**src/logic/fhrp_pkg.sv**
```systemverilog
/*
 * Shared constants, types and helper functions of the flash high range protection block.
 * Assumes an 8-bit register port and a 16-bit flash address space.
 */
package fhrp_pkg;

    localparam int FHRP_REG_AW = 8;
    localparam int FHRP_DATA_W = 8;
    localparam int FHRP_FLASH_AW = 16;
    localparam int FHRP_IRQ_W = 2;

    localparam logic [7:0] FHRP_PROT_OFS = 8'h04;
    localparam logic [7:0] FHRP_STAT_OFS = 8'h05;
    localparam logic [7:0] FHRP_IRQ_STAT_OFS = 8'h08;
    localparam logic [7:0] FHRP_IRQ_CLR_OFS = 8'h09;
    localparam logic [7:0] FHRP_IRQ_EN_OFS = 8'h0a;

    localparam int FHRP_OPEN_BIT = 7;
    localparam int FHRP_SPARE_HI_BIT = 6;
    localparam int FHRP_HDIS_BIT = 5;
    localparam int FHRP_SIZE_MSB = 4;
    localparam int FHRP_SIZE_LSB = 3;
    localparam int FHRP_VIOL_BIT = 5;
    localparam int FHRP_EVT_VIOL = 0;
    localparam int FHRP_EVT_REJECT = 1;

    // Only the open select, disable and size bits are writable.
    localparam logic [7:0] FHRP_PROT_WR_MASK = 8'hb8;
    // Erased flash reads as all ones, so this is the unprotected setting.
    localparam logic [7:0] FHRP_PROT_RESET = 8'hff;
    localparam logic [15:0] FHRP_NV_PROT_ADDR = 16'hff0d;

    localparam logic [15:0] FHRP_BASE_2K = 16'hf800;
    localparam logic [15:0] FHRP_BASE_4K = 16'hf000;
    localparam logic [15:0] FHRP_BASE_8K = 16'he000;
    localparam logic [15:0] FHRP_BASE_16K = 16'hc000;

    typedef enum logic [1:0] {
        FHRP_CMD_PROGRAM,
        FHRP_CMD_SECTOR_ERASE,
        FHRP_CMD_MASS_ERASE,
        FHRP_CMD_OTHER
    } fhrp_cmd_t;

    typedef enum logic {
        FHRP_ST_LOAD,
        FHRP_ST_RUN
    } fhrp_state_t;

    typedef struct packed {
        fhrp_state_t st;
        logic [7:0] prot;
        logic viol;
        logic [7:0] rdata;
        logic launch;
        logic refuse;
    } fhrp_core_t;

    localparam fhrp_core_t FHRP_CORE_RESET = '{
        st: FHRP_ST_LOAD,
        prot: FHRP_PROT_RESET,
        viol: 1'b0,
        rdata: 8'h00,
        launch: 1'b0,
        refuse: 1'b0
    };

    // scenario number map.
    // Scenario number is {open select, high range disable}.
    function automatic logic [1:0] fhrp_scen(input logic [7:0] prot);
        return {prot[FHRP_OPEN_BIT], prot[FHRP_HDIS_BIT]};
    endfunction : fhrp_scen

    function automatic logic fhrp_trans_ok(input logic [1:0] from_s, input logic [1:0] to_s);
        logic ok;
        ok = 1'b0;
        unique case (from_s)
            2'd0: ok = (to_s == 2'd0) || (to_s == 2'd1);
            2'd1: ok = (to_s == 2'd1);
            2'd2: ok = (to_s == 2'd1) || (to_s == 2'd2);
            2'd3: ok = 1'b1;
        endcase
        return ok;
    endfunction : fhrp_trans_ok

    function automatic logic [15:0] fhrp_high_base(input logic [1:0] size);
        logic [15:0] base;
        base = FHRP_BASE_2K;
        unique case (size)
            2'b00: base = FHRP_BASE_2K;
            2'b01: base = FHRP_BASE_4K;
            2'b10: base = FHRP_BASE_8K;
            2'b11: base = FHRP_BASE_16K;
        endcase
        return base;
    endfunction : fhrp_high_base

endpackage : fhrp_pkg

```
**src/logic/fhrp_range_check.sv**
```systemverilog
/*
 * Combinational check of one flash access against the protection setting.
 * Assumes the setting comes straight from the protection register.
 */
`timescale 1ns/10ps
`default_nettype none
module fhrp_range_check
    import fhrp_pkg::*;
#(
    parameter int AW = FHRP_FLASH_AW
) (
    input wire logic [7:0] prot_i,
    input wire logic [AW-1:0] addr_i,
    input wire logic mass_i,
    output logic hit_o
);

    if (AW != 16) begin : g_bad_aw
        $error("Range decode serves a 16-bit flash address only.");
    end

    logic in_high;

    assign in_high = addr_i >= fhrp_high_base(prot_i[FHRP_SIZE_MSB:FHRP_SIZE_LSB]);

    always_comb begin
        hit_o = 1'b0;
        unique case (fhrp_scen(prot_i))
            2'd0: hit_o = !in_high;
            2'd1: hit_o = 1'b1;
            2'd2: hit_o = in_high;
            2'd3: hit_o = 1'b0;
        endcase
        if (mass_i) begin
            hit_o = (fhrp_scen(prot_i) != 2'd3);
        end
    end

endmodule : fhrp_range_check
`default_nettype wire

```
**src/logic/fhrp_irq.sv**
```systemverilog
/*
 * Sticky event status, write-one clear and enable, folded into one level interrupt.
 * Assumes strobes from the register port of the main block.
 */
`timescale 1ns/10ps
`default_nettype none
module fhrp_irq #(
    parameter int W = 2
) (
    input wire logic sys_clk_i,
    input wire logic srst_i,
    input wire logic [W-1:0] evt_i,
    input wire logic clr_wr_i,
    input wire logic en_wr_i,
    input wire logic [W-1:0] wdata_i,
    output logic [W-1:0] status_o,
    output logic [W-1:0] enable_o,
    output logic irq_o
);

    if (W < 1) begin : g_bad_w
        $error("Interrupt width must be at least one.");
    end

    typedef struct packed {
        logic [W-1:0] status;
        logic [W-1:0] enable;
    } fhrp_irq_state_t;

    fhrp_irq_state_t irq_reg;
    fhrp_irq_state_t irq_next;

    always_comb begin
        irq_next = irq_reg;
        // An event in the clearing cycle survives, so none is lost.
        if (clr_wr_i) begin
            irq_next.status = irq_reg.status & ~wdata_i;
        end
        irq_next.status = irq_next.status | evt_i;
        if (en_wr_i) begin
            irq_next.enable = wdata_i;
        end
    end

    always_ff @(posedge sys_clk_i) begin
        if (srst_i) begin
            irq_reg <= '0;
        end else begin
            irq_reg <= irq_next;
        end
    end

    assign status_o = irq_reg.status;
    assign enable_o = irq_reg.enable;
    assign irq_o = |(irq_reg.status & irq_reg.enable);

endmodule : fhrp_irq
`default_nettype wire

```
**src/logic/fhrp_core.sv**
```systemverilog
/*
 * Flash high range protection: holds the protection register, loads it from the
 * nonvolatile byte after reset, limits software changes and screens flash commands.
 * Assumes a register master that never strobes read and write together, and a flash
 * reader that answers the load request with one acknowledge pulse.
 */
`timescale 1ns/10ps
`default_nettype none

module fhrp_core
    import fhrp_pkg::*;
(
    input wire logic sys_clk_i,
    input wire logic srst_i,
    input wire logic [FHRP_REG_AW-1:0] reg_addr_i,
    input wire logic [FHRP_DATA_W-1:0] reg_wdata_i,
    input wire logic reg_wr_i,
    input wire logic reg_rd_i,
    output logic [FHRP_DATA_W-1:0] reg_rdata_o,
    output logic nv_req_o,
    output logic [FHRP_FLASH_AW-1:0] nv_addr_o,
    input wire logic [FHRP_DATA_W-1:0] nv_data_i,
    input wire logic nv_ack_i,
    input wire logic cmd_valid_i,
    input wire fhrp_cmd_t cmd_kind_i,
    input wire logic [FHRP_FLASH_AW-1:0] cmd_addr_i,
    output logic cmd_launch_o,
    output logic cmd_refuse_o,
    output logic irq_o
);

    fhrp_core_t core_reg;
    fhrp_core_t core_next;

    logic in_run;
    logic prot_wr;
    logic stat_wr;
    logic [7:0] cand;
    logic size_ok;
    logic open_ok;
    logic wr_ok;
    logic checked;
    logic hit;
    logic [FHRP_IRQ_W-1:0] evt;
    logic [FHRP_IRQ_W-1:0] irq_status;
    logic [FHRP_IRQ_W-1:0] irq_enable;

    assign in_run = (core_reg.st == FHRP_ST_RUN);
    assign prot_wr = reg_wr_i && (reg_addr_i == FHRP_PROT_OFS);
    assign stat_wr = reg_wr_i && (reg_addr_i == FHRP_STAT_OFS);

    // Spare flag bits keep their loaded value; software cannot touch them.
    assign cand = (core_reg.prot & ~FHRP_PROT_WR_MASK) | (reg_wdata_i & FHRP_PROT_WR_MASK);

    assign open_ok = core_reg.prot[FHRP_OPEN_BIT] || !cand[FHRP_OPEN_BIT];

    assign size_ok = core_reg.prot[FHRP_HDIS_BIT]
        || (cand[FHRP_SIZE_MSB:FHRP_SIZE_LSB] == core_reg.prot[FHRP_SIZE_MSB:FHRP_SIZE_LSB]);

    assign wr_ok = open_ok && size_ok
        && fhrp_trans_ok(fhrp_scen(core_reg.prot), fhrp_scen(cand));

    // Only program and erase can alter the array, so other commands bypass the screen.
    assign checked = (cmd_kind_i != FHRP_CMD_OTHER);

    fhrp_range_check #(
        .AW(FHRP_FLASH_AW)
    ) u_range (
        .prot_i(core_reg.prot),
        .addr_i(cmd_addr_i),
        .mass_i(cmd_kind_i == FHRP_CMD_MASS_ERASE),
        .hit_o(hit)
    );

    always_comb begin
        core_next = core_reg;
        core_next.launch = 1'b0;
        core_next.refuse = 1'b0;
        core_next.rdata = 8'h00;
        evt = '0;

        unique case (core_reg.st)
            FHRP_ST_LOAD: begin
                if (nv_ack_i) begin
                    core_next.prot = nv_data_i;
                    core_next.st = FHRP_ST_RUN;
                end
                if (cmd_valid_i) begin
                    core_next.refuse = 1'b1;
                end
            end
            FHRP_ST_RUN: begin
                if (prot_wr) begin
                    if (wr_ok) begin
                        core_next.prot = cand;
                    end else begin
                        evt[FHRP_EVT_REJECT] = 1'b1;
                    end
                end
                if (stat_wr && reg_wdata_i[FHRP_VIOL_BIT]) begin
                    core_next.viol = 1'b0;
                end
                if (cmd_valid_i) begin
                    if (core_reg.viol) begin
                        core_next.refuse = 1'b1;
                    end else if (checked && hit) begin
                        core_next.refuse = 1'b1;
                        core_next.viol = 1'b1;
                        evt[FHRP_EVT_VIOL] = 1'b1;
                    end else begin
                        core_next.launch = 1'b1;
                    end
                end
            end
        endcase

        if (reg_rd_i) begin
            unique case (reg_addr_i)
                FHRP_PROT_OFS: core_next.rdata = core_reg.prot;
                FHRP_STAT_OFS: core_next.rdata[FHRP_VIOL_BIT] = core_reg.viol;
                FHRP_IRQ_STAT_OFS: core_next.rdata[FHRP_IRQ_W-1:0] = irq_status;
                FHRP_IRQ_EN_OFS: core_next.rdata[FHRP_IRQ_W-1:0] = irq_enable;
                default: core_next.rdata = 8'h00;
            endcase
        end
    end

    always_ff @(posedge sys_clk_i) begin
        if (srst_i) begin
            core_reg <= FHRP_CORE_RESET;
        end else begin
            core_reg <= core_next;
        end
    end

    fhrp_irq #(
        .W(FHRP_IRQ_W)
    ) u_irq (
        .sys_clk_i(sys_clk_i),
        .srst_i(srst_i),
        .evt_i(evt),
        .clr_wr_i(reg_wr_i && (reg_addr_i == FHRP_IRQ_CLR_OFS)),
        .en_wr_i(reg_wr_i && (reg_addr_i == FHRP_IRQ_EN_OFS)),
        .wdata_i(reg_wdata_i[FHRP_IRQ_W-1:0]),
        .status_o(irq_status),
        .enable_o(irq_enable),
        .irq_o(irq_o)
    );

    assign reg_rdata_o = core_reg.rdata;
    assign nv_req_o = (core_reg.st == FHRP_ST_LOAD);
    assign nv_addr_o = FHRP_NV_PROT_ADDR;
    assign cmd_launch_o = core_reg.launch;
    assign cmd_refuse_o = core_reg.refuse;

    // Helper copies so that the checks below can look one cycle back.
    logic run_d;
    logic [7:0] prot_d;

    always_ff @(posedge sys_clk_i) begin
        if (srst_i) begin
            run_d <= 1'b0;
            prot_d <= FHRP_PROT_RESET;
        end else begin
            run_d <= in_run;
            prot_d <= core_reg.prot;
        end
    end

    open_one_way_a: assert property (
        @(posedge sys_clk_i) disable iff (srst_i)
        (run_d && in_run && !prot_d[FHRP_OPEN_BIT]) |-> !core_reg.prot[FHRP_OPEN_BIT]
    ) else $error("Open select went from zero to one.");

    size_frozen_a: assert property (
        @(posedge sys_clk_i) disable iff (srst_i)
        (run_d && in_run && !prot_d[FHRP_HDIS_BIT])
        |-> (core_reg.prot[FHRP_SIZE_MSB:FHRP_SIZE_LSB] == prot_d[FHRP_SIZE_MSB:FHRP_SIZE_LSB])
    ) else $error("Size field changed while frozen.");

    nv_load_a: assert property (
        @(posedge sys_clk_i) disable iff (srst_i)
        (!in_run && nv_ack_i) |=> (in_run && core_reg.prot == $past(nv_data_i))
    ) else $error("Protection byte was not loaded on acknowledge.");

    prot_read_a: assert property (
        @(posedge sys_clk_i) disable iff (srst_i)
        (reg_rd_i && reg_addr_i == FHRP_PROT_OFS) |=> (reg_rdata_o == $past(core_reg.prot))
    ) else $error("Protection read did not show the register.");

    prot_access_a: assert property (
        @(posedge sys_clk_i) disable iff (srst_i)
        (in_run && !core_reg.viol && cmd_valid_i && checked && hit)
        |=> (core_reg.viol && cmd_refuse_o && !cmd_launch_o)
    ) else $error("Protected access was not refused with a violation.");

    mass_erase_a: assert property (
        @(posedge sys_clk_i) disable iff (srst_i)
        (in_run && !core_reg.viol && cmd_valid_i && cmd_kind_i == FHRP_CMD_MASS_ERASE)
        |=> (cmd_launch_o == $past(core_reg.prot[FHRP_OPEN_BIT] && core_reg.prot[FHRP_HDIS_BIT]))
    ) else $error("Mass erase outcome does not match the protection bits.");

    bad_write_a: assert property (
        @(posedge sys_clk_i) disable iff (srst_i)
        (in_run && prot_wr && !wr_ok) |=> $stable(core_reg.prot)
    ) else $error("Refused protection write changed the register.");

    scen_move_a: assert property (
        @(posedge sys_clk_i) disable iff (srst_i)
        (run_d && in_run) |-> fhrp_trans_ok(fhrp_scen(prot_d), fhrp_scen(core_reg.prot))
    ) else $error("Protection moved to a forbidden scenario.");

    viol_hold_a: assert property (
        @(posedge sys_clk_i) disable iff (srst_i)
        (core_reg.viol && !(stat_wr && reg_wdata_i[FHRP_VIOL_BIT])) |=> core_reg.viol
    ) else $error("Violation flag cleared without a one written.");

    viol_block_a: assert property (
        @(posedge sys_clk_i) disable iff (srst_i)
        (core_reg.viol && cmd_valid_i) |=> (cmd_refuse_o && !cmd_launch_o)
    ) else $error("Command launched while the violation flag was set.");

    next_cycle_a: assert property (
        @(posedge sys_clk_i) disable iff (srst_i)
        (in_run && prot_wr && wr_ok) |=> (core_reg.prot == $past(cand))
    ) else $error("Accepted write was not in force the next cycle.");

    load_refuse_a: assert property (
        @(posedge sys_clk_i) disable iff (srst_i)
        (!in_run && cmd_valid_i)
        |=> (cmd_refuse_o && !cmd_launch_o && !core_reg.viol)
    ) else $error("Command during load was not refused quietly.");

    one_answer_a: assert property (
        @(posedge sys_clk_i) disable iff (srst_i)
        cmd_valid_i
        |=> (cmd_launch_o != cmd_refuse_o)
    ) else $error("Command did not get exactly one answer.");

    rdata_idle_a: assert property (
        @(posedge sys_clk_i) disable iff (srst_i)
        !reg_rd_i |=> (reg_rdata_o == 8'h00)
    ) else $error("Read data stood outside the read cycle.");

    viol_read_a: assert property (
        @(posedge sys_clk_i) disable iff (srst_i)
        (reg_rd_i && reg_addr_i == FHRP_STAT_OFS)
        |=> (reg_rdata_o[FHRP_VIOL_BIT] == $past(core_reg.viol))
    ) else $error("Status read did not show the violation flag.");

    spare_keep_a: assert property (
        @(posedge sys_clk_i) disable iff (srst_i)
        (run_d && in_run)
        |-> ((core_reg.prot & ~FHRP_PROT_WR_MASK) == (prot_d & ~FHRP_PROT_WR_MASK))
    ) else $error("Spare protection bits changed at run time.");

    full_array_a: assert property (
        @(posedge sys_clk_i) disable iff (srst_i)
        (in_run && !core_reg.viol && cmd_valid_i && checked
            && fhrp_scen(core_reg.prot) == 2'd1)
        |=> cmd_refuse_o
    ) else $error("Command launched into a fully protected array.");

    no_prot_a: assert property (
        @(posedge sys_clk_i) disable iff (srst_i)
        (in_run && !core_reg.viol && cmd_valid_i
            && fhrp_scen(core_reg.prot) == 2'd3)
        |=> cmd_launch_o
    ) else $error("Command refused with protection fully open.");

endmodule : fhrp_core
`default_nettype wire

```
**config.mk**
```make
export PLATFORM = sky130hd
export DESIGN_NAME = fhrp_core
export DESIGN_NICKNAME = d
export VERILOG_FILES = /design/src/logic/fhrp_pkg.sv /design/src/logic/fhrp_range_check.sv /design/src/logic/fhrp_irq.sv /design/src/logic/fhrp_core.sv
export SDC_FILE = /design/constraint.sdc
export NUM_CORES = 1
export LEC_CHECK = 0
export BUFFER_PORTS_ARGS = -buffer_cell sky130_fd_sc_hd__buf_4
export CAP_MARGIN = 20
export CORE_MARGIN = 3
export CORE_UTILIZATION = 41
export DETAILED_ROUTE_END_ITERATION = 10
export HOLD_SLACK_MARGIN = 0.15
export PLACE_DENSITY = 0.76
export REMOVE_ABC_BUFFERS = 1
export SLEW_MARGIN = 5
export SYNTH_ARGS = -nofsm -noshare
export SYNTH_HDL_FRONTEND = slang
export SYNTH_SLANG_ARGS = --single-unit
```
**constraint.sdc**
```tcl
create_clock -name sys_clk_i -period 1.8 [get_ports sys_clk_i]
set_clock_uncertainty 0.15 [all_clocks]
set_input_delay 0.09 -clock sys_clk_i [delete_from_list [all_inputs] [get_ports sys_clk_i]]
set_output_delay 0.09 -clock sys_clk_i [all_outputs]
set_load 0.01 [all_outputs]
```
**Word level (Yosys, flattened, before mapping)**

Cells that the tools add are included.
W data, S select, Z words.

- $add $sub $neg: 0
- $mul: 0
- Div/mod/pow operators: 0
- Order comparisons: 1
- Equal/unequal tests: 20
- Shifts and indexed selects: 0
- Multiplexer cells: 27
- Bitwise gates (word level): 9
- Reduce and logical (&&, ||, !) cells: 22

Operators with widths:

| kind | count |
|---|---|
| $pmux W16 S4 | 1 |
| $eq A8 B4 Y1 const B | 3 |
| $eq A8 B3 Y1 const B | 2 |
| $ge A16 B16 Y1 | 1 |
| $mux W8 | 2 |
| $pmux W8 S2 | 1 |
| $mux W1 | 15 |
| $eq A2 B2 Y1 const B | 6 |
| $mux W9 | 1 |
| $logic_and A1 B1 Y1 | 8 |
| $or A7 B8 Y8 | 1 |
| $pmux W1 S4 | 2 |
| $eq A2 B1 Y1 const B | 3 |
| $logic_not A2 Y1 | 3 |
| $ne A2 B1 Y1 const B | 3 |
| $pmux W2 S3 | 1 |
| $and A2 B2 Y2 | 2 |
| $logic_or A1 B1 Y1 | 4 |
| $mux W2 | 2 |
| $ne A2 B2 Y1 const B | 2 |
| $not A1 Y1 | 4 |
| $pmux W1 S2 | 2 |
| $reduce_or A2 Y1 | 2 |
| $reduce_or A4 Y1 | 1 |
| other kinds (6) | 7 |

- Bits in registers: 24
- Latch bits: 0
- Memory bits (writable): 0
- ROM bits: 0
- Input port bits: 48
- Output and inout port bits: 28
- Word-level logic and storage cells: 88
- Memories kept: 0

**Depth between registers and ports, before layout**

- Depth after elaboration: 12
- Depth in mapped cells: 6
- Mapped depth without buffers: 6

**Cells and area by module**

A second synthesis with hierarchy kept.

- Cells, all modules: 164
- Area, all modules: 1465.2 um^2

Modules (own cells, without submodules):

| module | instances | cells an instance | area an instance (um^2) | sequential area each (um^2) |
|---|---|---|---|---|
| fhrp_core | 1 | 128 | 1143.6 | 400.4 |
| fhrp_range_check | 1 | 21 | 172.7 | 0.0 |
| fhrp_irq | 1 | 15 | 148.9 | 80.1 |

**Least setup slack after synthesis**

No wires, ideal clock.

- Path type: input-to-reg
- Start: input port reg_addr_i[5]
- End: register core_reg[10] (netlist bit)
- Setup time: 0.130 ns
- Arrival: 1.491 ns
- Data required time: 1.520 ns
- Path slack: 0.028 ns
- Cell stages on the path: 4
- Buffers on the path: 0
- Cell sequence: or4_4 -> or4b_4 -> o311ai_2 -> nand3_1

- Longest elaborated chain between the ends: 7

RTL lines:

| item | line | RTL |
|---|---|---|
| start, declared | fhrp_core.sv:15 | `input wire logic [FHRP_REG_AW-1:0] reg_addr_i,` |
| $eq A8 B3 Y1 * | fhrp_core.sv:50 | `assign stat_wr = reg_wr_i && (reg_addr_i == FHRP_STAT_OFS);` |
| $logic_and A1 B1 Y1 * | fhrp_core.sv:50 |  |
| $logic_and A1 B1 Y1 * | fhrp_core.sv:100 | `if (stat_wr && reg_wdata_i[FHRP_VIOL_BIT]) begin` |
| $mux W1 * | fhrp_core.sv:100 |  |
| $mux W1 | fhrp_core.sv:106 | `end else if (checked && hit) begin` |
| $mux W1 | fhrp_core.sv:104 | `if (core_reg.viol) begin` |
| $mux W1 * | fhrp_core.sv:103 | `if (cmd_valid_i) begin` |
| end signal, assigned | fhrp_core.sv:132 | `core_reg <= core_next;` |
| end, declared | fhrp_core.sv:32 | `fhrp_core_t core_reg;` |

Every way passes the cells marked *; elsewhere a longest branch is shown, timed or not.
A chain may end at the register's enable or synchronous reset.

**Final worst setup path**

- Start: input port cmd_addr_i[14]
- End: register u_irq.irq_reg, in the netlist u_irq.status_o[0]

- Longest elaborated chain between the ends: 10

RTL lines:

| item | line | RTL |
|---|---|---|
| start, declared | fhrp_core.sv:26 | `input wire logic [FHRP_FLASH_AW-1:0] cmd_addr_i,` |
| $ge A16 B16 Y1 * | fhrp_range_check.sv:24 | `assign in_high = addr_i >= fhrp_high_base(prot_i[FHRP_SIZE_MSB:FHRP_SIZE_LSB]);` |
| $logic_not A1 Y1 | fhrp_range_check.sv:29 | `2'd0: hit_o = !in_high;` |
| $pmux W1 S4 * | fhrp_range_check.sv:28 | `unique case (fhrp_scen(prot_i))` |
| $mux W1 * | fhrp_range_check.sv:34 | `if (mass_i) begin` |
| $logic_and A1 B1 Y1 * | fhrp_core.sv:106 |  |
| $mux W1 * | fhrp_core.sv:106 |  |
| $mux W1 * | fhrp_core.sv:104 |  |
| $mux W1 * | fhrp_core.sv:103 |  |
| $mux W2 * | fhrp_core.sv:82 | `unique case (core_reg.st)` |
| $or A2 B2 Y2 * | fhrp_irq.sv:39 | `irq_next.status = irq_next.status \| evt_i;` |
| end signal, assigned | fhrp_irq.sv:49 | `irq_reg <= irq_next;` |
| end, declared | fhrp_irq.sv:30 | `fhrp_irq_state_t irq_reg;` |

Marked as above.

==> impl_metrics.toml <==
[status]
outcome = "complete, but fails checks"
violations = "setup timing"

[finish]
layout_commonest_cell = "buf_4"
nets = 337
drive_gt1_share_pct = 33.7
syn_to_final_growth_pct = 71.9
fill_cells = 238
fin_util_pct = 75.2
antennaDiodeCount = 0
layout_common_cells = "buf_4, dlygate4sd3_1, dfxtp_1"
largest_reg_flops = 9

[placement]
port_buffers = 57
dp_hpwl_mm = 2.91
routabilityCongestion = 0.853
pre_cts_ws_ns = -0.154

[sta]
fmax_ghz = 0.535
fin_crit_ns = 1.87
grt_setup_unrepaired = "true"
finalWorstSetupSlack_ns = -0.0683
max_slew_margin_pct = 66.6
drv_slew = 0
hold_viol = 0
period_share_pct = 104
setup_viol = 3
tightest_slew_ns = 0.494

[global_route]
met1_usage_pct = 25.6
grt_max_degree = 15
grt.overflow.total = 0
grt_use_met2_pct = 37.7
met3_usage_pct = 4.42
grt_use_total_pct = 21.5
antenna_found_initial = 0
busiest_layer = "met2"
grt_pass1_vias = 1559
grt_pass1_wl_mm = 7.25

[die]
die_h_um = 66.4
die_width_um = 66.4
initial_utilization_pct = 43.7
boundaryPins = 76
core_um2 = 3420
rows = 21
dieArea_um2 = 4400

[cts]
clock_latency_ns = 0.33
clock-sinks = 24
htree_levels = 1
cts_setup_buffers = 0
cts_hold_buf = 45
path_clk_slew_ns = 0.15
clk_path_buf_depth = 2
cts_tree = "done"
numCtsBuffers = 3
clock-root-buffer = "clkbuf_4"

[setup_path]
crit_required_ns = 1.86
critPathLaunch = "cmd_addr_i[14]"
ff2ff_path_depth = 5
critPathMaxFanout = 3
reg2reg_setup_slack_ns = -0.05
timing.rr.start = "core_reg[15]$_SDFFE_PP1P_"
endpoint = "u_irq.status_o[0]$_SDFF_PP0_"
regToRegEndpoint = "u_irq.status_o[0]$_SDFF_PP0_"
startpoint_type = "primary input"
end_kind = "register"
critPathKind = "in2reg"
arrival_ns = 1.93

[logic_synthesis]
syn-cell-area_um2 = 1490
yosys.area_share.simple_pct = 31.3
synthAdderAreaFrac_pct = 2.51
synth_compound_area_share_pct = 16.6
syn_area_per_cell_um2 = 8.30
synth-seq-cells = 24
synth_xor_area_share_pct = 1.17
synthCells = 180
synth.area.mux_share_pct = 0.670
synth_top_family_by_area = "simple AND/OR/NAND/NOR gates"
synth_cell_type_count = 44
yosysSeqAreaShare_pct = 32.2
ys_warn_count = 0

[detailed_routing]
dr.pass1.iters = 5
vias = 1780
drt-vias-per-instance = 5.38
drc = 0
initialDrtViolationCount = 174
wl_mm = 5.45
wl_per_cell_um = 16.5
detail-route-antenna-nets = 0

[power]
p_leak_nw = 1.14
power_w = 0.00139
vdd_drop_max_mv = 0.489
p_per_area_nw_per_um2 = 543

[run]
drv_cap = 0

[hold_path]
hold_path.class = "in2reg"
-- worst max-delay path: stages --
cell	delay [ns]
dlygate4sd3_1	0.53
buf_4	0.14
nand2_1	0.05
dlygate4sd3_1	0.59
a21oi_2	0.07
o211ai_1	0.28
o311ai_1	0.18
-- worst min path at each step --
stage | start | to | slack [ns] | cells after the start
finish | reg_addr_i[6] | reg_rdata_o[5]$_SDFF_PP0_ | 0.03 | 4
global route | reg_addr_i[6] | reg_rdata_o[5]$_SDFF_PP0_ | 0.02 | 4
CTS | reg_addr_i[6] | reg_rdata_o[5]$_SDFF_PP0_ | 0.01 | 4
detailed placement | nv_data_i[0] | core_reg[11]$_SDFFE_PP1P_ | 0.16 | 3
global placement | nv_data_i[2] | core_reg[13]$_SDFFE_PP1P_ | 0.15 | 3
floorplan | srst_i | u_irq.enable_o[0]$_SDFFE_PP0P_ | 0.009 | 1
-- cells by family (layout without fill, tap and decap cells) --
logic type	after synthesis	count (layout)
AO/OA/AOI/OAI	33	33
XOR/XNOR	2	2
adder cells (fa/ha/maj)	3	3
buffers and inverters	36	127
flip-flops	24	24
multiplexers	1	1
other	2	16
AND/OR/NAND/NOR	79	79
-- final cells by class --
cell class	count	area (um^2)	share of cell area (%)
Clock inverter	1	30.0	1.17
Tap cell	46	57.6	2.24
Sequential cell	24	485	18.9
Inverter	7	26.3	1.02
Multi-Input combinational cell	134	958	37.3
Timing Repair Buffer	116	987	38.5
Clock buffer	3	22.5	0.877
-- layer usage --
layer / wire length [um] / vias to the layer above
met5: 0 / -
met4: 266 / 0
met3: 430 / 28
met2: 2600 / 118
met1: 2150 / 814
li1: - / 820
-- power by group --
group	leakage (nW)	switching, W	total, W	internal (W)
Clock	0.0279	0.000173	0.000398	0.000225
Sequential	0.196	0.0000153	0.000568	0.000552
Combinational	0.917	0.000188	0.000428	0.000240
-- Yosys cell counts --
| library cell | instances | area (um^2) |
|---|---|---|
| a41oi_1 | 1 | 8.76 |
| and3_1 | 1 | 6.26 |
| o21ai_0 | 3 | 15.0 |
| a22o_1 | 1 | 8.76 |
| a222oi_1 | 2 | 20.0 |
| o311ai_2 | 1 | 16.3 |
| nand4b_1 | 2 | 17.5 |
| a21o_1 | 2 | 15.0 |
| a311o_1 | 1 | 10.0 |
| o32ai_1 | 1 | 8.76 |
| or4b_4 | 1 | 13.8 |
| nand3_1 | 7 | 35.0 |
| and4_1 | 1 | 8.76 |
| nor3_1 | 5 | 25.0 |
| nor4b_1 | 2 | 17.5 |
| o311ai_0 | 2 | 17.5 |
| xnor2_1 | 2 | 17.5 |
| a2111oi_0 | 1 | 8.76 |
| or4_4 | 1 | 11.3 |
| nor4bb_1 | 3 | 30.0 |
| dfxtp_1 | 24 | 480 |
| and2_1 | 9 | 56.3 |
| nand3b_1 | 4 | 30.0 |
| conb_1 | 2 | 7.51 |
| a31oi_1 | 2 | 12.5 |
| inv_1 | 7 | 26.3 |
| o211ai_1 | 1 | 7.51 |
| nand2_1 | 19 | 71.3 |
| ha_1 | 3 | 37.5 |
| buf_4 | 24 | 180 |
| o311a_1 | 2 | 20.0 |
| or3b_2 | 1 | 8.76 |
| mux2i_1 | 1 | 10.0 |
| nand2b_1 | 7 | 43.8 |
| a211o_1 | 3 | 26.3 |
| nor2b_1 | 2 | 12.5 |
| clkbuf_1 | 5 | 18.8 |
| nand4_1 | 2 | 12.5 |
| and4b_1 | 2 | 20.0 |
| or2_2 | 1 | 6.26 |
| nor2_1 | 6 | 22.5 |
| a21oi_1 | 9 | 45.0 |
| a211oi_1 | 1 | 7.51 |
| nor4_1 | 3 | 18.8 |
-- per-stage QoR --
step | TNS (ns) | hold slack, ns | instances | instance area [um^2]
floorplan | -0.196 | 0.00907 | 165 | 1350
global placement | -0.339 | 0.152 | 282 | 1940
detailed placement | -0.450 | 0.157 | 282 | 1940
CTS | -0.0340 | 0.0133 | 331 | 2460
global route | -0.442 | 0.0222 | 331 | 2570
finish | -0.116 | 0.0305 | 331 | 2570
-- timing repair --
action / 4_1_cts / 5_1_grt
resized for setup: 3 / 22
endpoints found under the setup margin: 8 / 13
endpoints found under the hold margin: 24 / 1
pin swaps: 0 / 9
No activity file was read; power rests on OpenSTA's default activity.
